`src/reset_seq_pkg.sv`:
```
// Constants, states and the reset image for the chip reset sequencer
package reset_seq_pkg;

  localparam int CLK_PERIOD_NS    = 8;
  localparam int RELEASE_DELAY_NS = 5000;
  localparam int RELEASE_CYCLES   = (RELEASE_DELAY_NS + CLK_PERIOD_NS - 1) / CLK_PERIOD_NS;
  localparam int DLY_W            = 10;
  localparam logic [DLY_W-1:0] DLY_LAST = DLY_W'(RELEASE_CYCLES - 1);
  localparam logic [DLY_W-1:0] DLY_ZERO = 10'h000;

  localparam logic [7:0]  OSC_SETTLE_SELECT_RST = 8'h05;
  localparam logic [7:0]  OSC_SETTLE_STATUS_RST = 8'h00;
  localparam logic [7:0]  PORT_LATCH_RST        = 8'h00;
  localparam logic [7:0]  PORT_DIRECTION_RST    = 8'hFF;
  localparam logic [7:0]  PULLUP_OPTION_RST     = 8'h00;
  localparam logic [15:0] WIDE_TIMER_WORD_RST   = 16'h0000;
  localparam logic [7:0]  WIDE_TIMER_CTL_RST    = 8'h00;
  localparam logic [15:0] PC_RST                = 16'h0000;

  typedef enum logic [3:0] {
    ST_RUN   = 4'b0001,
    ST_HOLD  = 4'b0010,
    ST_DELAY = 4'b0100,
    ST_ACK   = 4'b1000
  } seq_state_t;

  typedef struct packed {
    logic [7:0]  osc_settle_select;
    logic [7:0]  osc_settle_status;
    logic [7:0]  port_latch;
    logic [7:0]  port_direction_regs;
    logic [7:0]  pullup_option_regs;
    logic [15:0] wide_timer_counter;
    logic [15:0] wide_timer_capcomp;
    logic [7:0]  wide_timer_mode_ctl;
    logic [7:0]  wide_timer_prescale;
    logic [7:0]  wide_timer_capcomp_ctl;
    logic [7:0]  wide_timer_output_ctl;
  } reset_image_t;

  localparam reset_image_t RESET_IMAGE = '{
    osc_settle_select:      OSC_SETTLE_SELECT_RST,
    osc_settle_status:      OSC_SETTLE_STATUS_RST,
    port_latch:             PORT_LATCH_RST,
    port_direction_regs:    PORT_DIRECTION_RST,
    pullup_option_regs:     PULLUP_OPTION_RST,
    wide_timer_counter:     WIDE_TIMER_WORD_RST,
    wide_timer_capcomp:     WIDE_TIMER_WORD_RST,
    wide_timer_mode_ctl:    WIDE_TIMER_CTL_RST,
    wide_timer_prescale:    WIDE_TIMER_CTL_RST,
    wide_timer_capcomp_ctl: WIDE_TIMER_CTL_RST,
    wide_timer_output_ctl:  WIDE_TIMER_CTL_RST
  };

endpackage

```
`src/chip_reset_sequencer.sv`:
```
// Reset sequencer: merges reset sources, gates clocks, releases and loads reset state
// Notes on behaviour
// - CPU clock gated off throughout reset
// - Both crystal oscillators halted, pins become ports
// - External clock inputs ignored during reset
// - Program counter loaded from reset vector word
// - Settle select register set to default code
// - Settle status register cleared on acknowledge
// - Port output latches cleared on acknowledge
// - Port direction registers set to all inputs
// - Pull-up option registers cleared on acknowledge
// - Wide timer counters and capture registers cleared
// - Wide timer control registers cleared on acknowledge
// - CPU restarts on internal oscillator; crystal waits
// - Watchdog reset also resets the watchdog
// - Low-voltage reset leaves detector itself untouched
// - Four sources; watchdog and low-voltage resets differ in watchdog and detector reset
module chip_reset_sequencer (
  input  wire logic                        mclk,
  input  wire logic                        resetn,
  input  wire logic                        ext_reset_pin_n,
  input  wire logic                        wdt_overflow,
  input  wire logic                        power_on_clear_circuit_trip,
  input  wire logic                        low_voltage_detector_trip,
  input  wire logic [7:0]                  vector_lo,
  input  wire logic [7:0]                  vector_hi,
  input  wire logic                        sw_main_osc_start,
  input  wire logic                        sw_sub_osc_start,
  input  wire logic                        sw_ext_clk_enable,
  input  wire logic                        sw_cpu_clk_main,
  output logic                             sys_reset_n,
  output logic                             cpu_clk_en,
  output logic                             cpu_on_internal_osc,
  output logic                             main_osc_run,
  output logic                             sub_osc_run,
  output logic                             osc_pins_port_mode,
  output logic                             ext_clk_accept,
  output logic                             port_hiz,
  output logic                             pc_load,
  output logic [15:0]                      pc,
  output reset_seq_pkg::reset_image_t      reset_image,
  output logic                             image_load,
  output logic                             wdt_reset,
  output logic                             lvi_block_reset
);
  import reset_seq_pkg::*;

  logic              ext_s1_reg;
  logic              ext_s2_reg;
  logic              poc_s1_reg;
  logic              poc_s2_reg;
  logic              lvi_s1_reg;
  logic              lvi_s2_reg;
  logic              ext_req;
  logic              other_req;
  logic              any_req;
  logic [15:0]       vector_word;
  seq_state_t        state_reg;
  seq_state_t        state_next;
  logic [DLY_W-1:0]  dly_cnt_reg;
  logic              wdt_cause_reg;
  logic              in_run_next;

  // Second stage alone feeds logic, so a late pin edge cannot glitch the release
  always_ff @(posedge mclk) begin
    if (!resetn) begin
      ext_s1_reg <= 1'b0;
      ext_s2_reg <= 1'b0;
    end else begin
      ext_s1_reg <= ext_reset_pin_n;
      ext_s2_reg <= ext_s1_reg;
    end
  end

  // Detector comparators are analog and asynchronous to mclk
  always_ff @(posedge mclk) begin
    if (!resetn) begin
      poc_s1_reg <= 1'b0;
      poc_s2_reg <= 1'b0;
      lvi_s1_reg <= 1'b0;
      lvi_s2_reg <= 1'b0;
    end else begin
      poc_s1_reg <= power_on_clear_circuit_trip;
      poc_s2_reg <= poc_s1_reg;
      lvi_s1_reg <= low_voltage_detector_trip;
      lvi_s2_reg <= lvi_s1_reg;
    end
  end

  assign ext_req     = !ext_s2_reg;
  assign other_req   = ext_req | wdt_overflow | poc_s2_reg;
  assign any_req     = other_req | lvi_s2_reg;
  assign vector_word = {vector_hi, vector_lo};

  always_comb begin
    state_next = state_reg;
    if (any_req) begin
      state_next = ST_HOLD;
    end else begin
      case (state_reg)
        ST_HOLD:  state_next = ST_DELAY;
        ST_DELAY: state_next = (dly_cnt_reg == DLY_LAST) ? ST_ACK : ST_DELAY;
        ST_ACK:   state_next = ST_RUN;
        ST_RUN:   state_next = ST_RUN;
        default:  state_next = ST_HOLD;
      endcase
    end
  end

  assign in_run_next = (state_next == ST_RUN);

  // Power-up passes through the same release delay as any other reset
  always_ff @(posedge mclk) begin
    if (!resetn) begin
      state_reg <= ST_DELAY;
    end else begin
      state_reg <= state_next;
    end
  end

  always_ff @(posedge mclk) begin
    if (!resetn) begin
      dly_cnt_reg <= DLY_ZERO;
    end else if (state_next != ST_DELAY || state_reg != ST_DELAY) begin
      dly_cnt_reg <= DLY_ZERO;
    end else begin
      dly_cnt_reg <= dly_cnt_reg + 10'h001;
    end
  end

  // Outputs follow the next state so they line up with state_reg
  always_ff @(posedge mclk) begin
    if (!resetn) begin
      sys_reset_n        <= 1'b0;
      cpu_clk_en         <= 1'b0;
      port_hiz           <= 1'b1;
      ext_clk_accept     <= 1'b0;
      osc_pins_port_mode <= 1'b1;
    end else begin
      sys_reset_n        <= in_run_next;
      cpu_clk_en         <= in_run_next;
      port_hiz           <= !in_run_next && state_next != ST_ACK;
      ext_clk_accept     <= in_run_next && sw_ext_clk_enable;
      osc_pins_port_mode <= !(in_run_next && (sw_main_osc_start || sw_sub_osc_start));
    end
  end

  // Crystals stay stopped after release until software asks for them
  always_ff @(posedge mclk) begin
    if (!resetn) begin
      main_osc_run        <= 1'b0;
      sub_osc_run         <= 1'b0;
      cpu_on_internal_osc <= 1'b1;
    end else if (!in_run_next) begin
      main_osc_run        <= 1'b0;
      sub_osc_run         <= 1'b0;
      cpu_on_internal_osc <= 1'b1;
    end else begin
      main_osc_run        <= sw_main_osc_start;
      sub_osc_run         <= sw_sub_osc_start;
      cpu_on_internal_osc <= !(sw_cpu_clk_main && main_osc_run);
    end
  end

  always_ff @(posedge mclk) begin
    if (!resetn) begin
      pc         <= PC_RST;
      pc_load    <= 1'b0;
      image_load <= 1'b0;
      reset_image <= RESET_IMAGE;
    end else begin
      pc_load    <= (state_reg == ST_ACK);
      image_load <= (state_reg == ST_ACK);
      if (state_reg == ST_ACK) begin
        pc          <= vector_word;
        reset_image <= RESET_IMAGE;
      end
    end
  end

  // Cause is sticky across the reset; a new overflow wins over the clear
  always_ff @(posedge mclk) begin
    if (!resetn) begin
      wdt_cause_reg <= 1'b0;
    end else if (wdt_overflow) begin
      wdt_cause_reg <= 1'b1;
    end else if (state_reg == ST_ACK) begin
      wdt_cause_reg <= 1'b0;
    end
  end

  always_ff @(posedge mclk) begin
    if (!resetn) begin
      wdt_reset       <= 1'b1;
      lvi_block_reset <= 1'b1;
    end else begin
      wdt_reset       <= wdt_overflow || (wdt_cause_reg && state_reg != ST_ACK);
      lvi_block_reset <= other_req;
    end
  end
endmodule

```
`config.mk`:
```
export PLATFORM = sky130hd
export DESIGN_NAME = chip_reset_sequencer
export DESIGN_NICKNAME = d
export VERILOG_FILES = /design/src/reset_seq_pkg.sv /design/src/chip_reset_sequencer.sv
export SDC_FILE = /design/constraint.sdc
export NUM_CORES = 1
export LEC_CHECK = 0
export ABC_AREA = 1
export BUFFER_PORTS_ARGS = -buffer_cell sky130_fd_sc_hd__clkbuf_2
export CORE_ASPECT_RATIO = 0.7
export CORE_MARGIN = 3
export CORE_UTILIZATION = 43
export DETAILED_ROUTE_END_ITERATION = 7
export PLACE_DENSITY_LB_ADDON = 0.12
export SYNTH_ARGS = -nofsm -noshare
export SYNTH_HDL_FRONTEND = slang
export SYNTH_SLANG_ARGS = --single-unit
```
`constraint.sdc`:
```
create_clock -name mclk -period 1.3 [get_ports mclk]
set_input_delay 0.13 -clock mclk [delete_from_list [all_inputs] [get_ports mclk]]
set_output_delay 0.13 -clock mclk [all_outputs]
set_load 0.02 [all_outputs]
```
==> metrics.cfg <==
[outcome]
status=completed

[finish]
largest_register_ffs=16
n_antenna_cell=0
seq_area_um2=943
area_growth_pct=3.86
drive_gt1_share_pct=22.5
fin_nets=423
multi_input_area_um2=1120
fillers=621

[clock_tree]
cts_hold_buf=0
clock_sinks=47
clk_path_buf_depth=2
worstSkewPairLatency_ns=0.29
ctsRootBufferMaster=clkbuf_8
clk_pin_slew_ns=0.08
cts_buffers=5
cts_tree=yes
htreeDepth=2

[critical_path]
crit_required_ns=1.48
crit_arrival_ns=1.37
endpoint_kind=flop
cp_slowest_cell=dfxtp_1
crit_top_cell=nor2_1
path_class=flop to flop
crit_chain=nand2_1 -> nor2_1 -> nand3_2 -> nand4_4 -> nor2_1
regToRegSetupSlack_ns=0.11
cpPeakStageDelay_ns=0.35
cp-start-kind=flop
critPathMaxFanout=5

[timing]
maxSlewViolCount=0
finalClockSkew_ns=0.00310
whs_ns=0.0175
fmax_mhz=841
finalHoldViolations=0
setup_viol=0
layout_min_cycle_time_ns=1.19
tns_ns=0
min_period_over_period_pct=91.5
rsz0062_at_grt=false

[synthesis]
synth.avg_cell_area_um2=7.75
synth.most_common_cell=buf_4
synth.distinct_cells=27
synthTopCellsByCount=buf_4 (106), nor2_1 (62), dfxtp_1 (47)
synth_ff_type=dfxtp_1
ys_seq_area_share_pct=36.2
synth_edf_count=0
synth.cell_area_um2=2600
yosysTopAreaCell=dfxtp_1
ys_seq_elements=47
synth_top_area_share_pct=36.2
async_reset_ff_share_pct=0
yosysWarnings=0
synthTopCellsByArea=dfxtp_1 (36%), buf_4 (31%), nor2_1 (9.0%), nand2_1 (4.6%), inv_1 (4.2%)
synth_cells=335

[pwr]
total_power_mw=2.67
leakagePower_nw=1.42
ir_drop_mv=0.435
power_density_nw_per_um2=989

[floorplanning]
num_io_pins=158
die_w_um=98.9
fp-row-count=23
die_h_um=71.0
die_area_um2=7020
start_util_pct=44.9
fp.coreArea_um2=5780

[routing]
drcViolationCount=0
drt_first_iter_violations=48
via_per_inst=3.79
vias=1787
ant_nets=0
firstDrtPassIters=4
routedWlPerCell_um=9.41
drt_wl_total_um=4430

[global_routing]
grt_max_degree=17
antenna_found_initial=0
grt_remaining_overflow=0
grt_first_pass_wirelength_um=6420
grt_pass1_vias=1384
grt_usage_pct=11.3

[hold_path]
hp-class=input port to flop

[run]
maxCapViolations=0

[place]
portBuffers=53
place_congestion=0.760
hpwl_um=3430

## critical path, delay by kind of cell, from the launching register on
family / cells / cell delay [ns]
flops: 1 / 0.35
simple gates: 5 / 0.74
## cells in the final DEF, fill, tap and decap left out, types with 2 or more instances in the layout
cell | netlist | final
o21ai_0 | 16 | 14
nor2_1 | 62 | 61
o21ai_1 | 1 | 3
clkinv_2 | 1 | 2
nand3_2 | 2 | 3
nand3_1 | 9 | 8
xor2_1 | 2 | 2
clkbuf_2 | 0 | 53
nor2_4 | 3 | 3
inv_2 | 2 | 3
nand2_2 | 2 | 2
nor2_2 | 1 | 2
inv_1 | 29 | 28
nand4_4 | 1 | 2
conb_1 | 2 | 104
nand2_1 | 32 | 32
buf_4 | 106 | 9
nand4_1 | 3 | 3
dfxtp_1 | 47 | 45
clkbuf_8 | 0 | 5
clkbuf_1 | 3 | 2
dfxtp_2 | 0 | 2
xnor2_1 | 2 | 2
## final timing paths
path / start / endpoint / depth (start not counted)
hold reg to reg: main_osc_run$_SDFF_PN0_ / cpu_on_internal_osc$_SDFF_PN1_ / 1
setup / recovery: dly_cnt_reg[9]$_SDFF_PP0_ / dly_cnt_reg[1]$_SDFF_PP0_ / 5
setup reg to reg: dly_cnt_reg[9]$_SDFF_PP0_ / dly_cnt_reg[1]$_SDFF_PP0_ / 5
hold / removal: sw_cpu_clk_main / cpu_on_internal_osc$_SDFF_PN1_ / 2
## timing repair
item | CTS | global route
resized for setup | 0 | 10
endpoints found under the setup margin | 0 | 13
setup buffers | 0 | 0
## area by class of cell
type,instances,area share [%]
clock inverter,1,0.186
tap,75,3.48
inverter,32,4.50
timing repair buffer,62,12.3
multi-input combinational,247,41.7
clock buffer,7,2.83
sequential,47,35.0
## metrics by stage
stage          cells  cell area (µm²)  utilization [%]  worst slack [ns]
4_1_cts          470             2650             45.9            0.0358
5_1_grt          471             2700             46.6           0.00423
6_report         471             2700             46.6             0.111
3_5_place_dp     462             2570             44.5            0.0557
2_1_floorplan    437             2980                -             0.130
3_3_place_gp     462             2570             44.5            0.0964
## routing by layer
layer / vias to the layer above / track usage [%] / wire (µm)
li1: 924 / - / -
met1: 764 / 16.0 / 2010
met2: 94 / 16.5 / 1900
met3: 5 / 3.45 / 485
met4: 0 / 3.64 / 39
met5: - / 0 / 0
## logic make-up after synthesis
logic type / synth area share (%)
AOI/OAI and AO/OA: 3.47
xor gates and xnor gates: 1.35
adders and majority gates: 0.964
buffers and inverters: 36.8
DFF: 36.2
other: 0.289
and+or+nand+nor: 20.9
## power by group
part	leakage, nW	internal, mW	switching, mW	total (mW)
Combinational	0.991	0.0490	0.328	0.377
Clock	0.0422	0.378	0.452	0.830
Sequential	0.382	1.45	0.00651	1.46
Total	1.42	1.88	0.786	2.67
No activity file was read; power rests on OpenSTA's default activity.
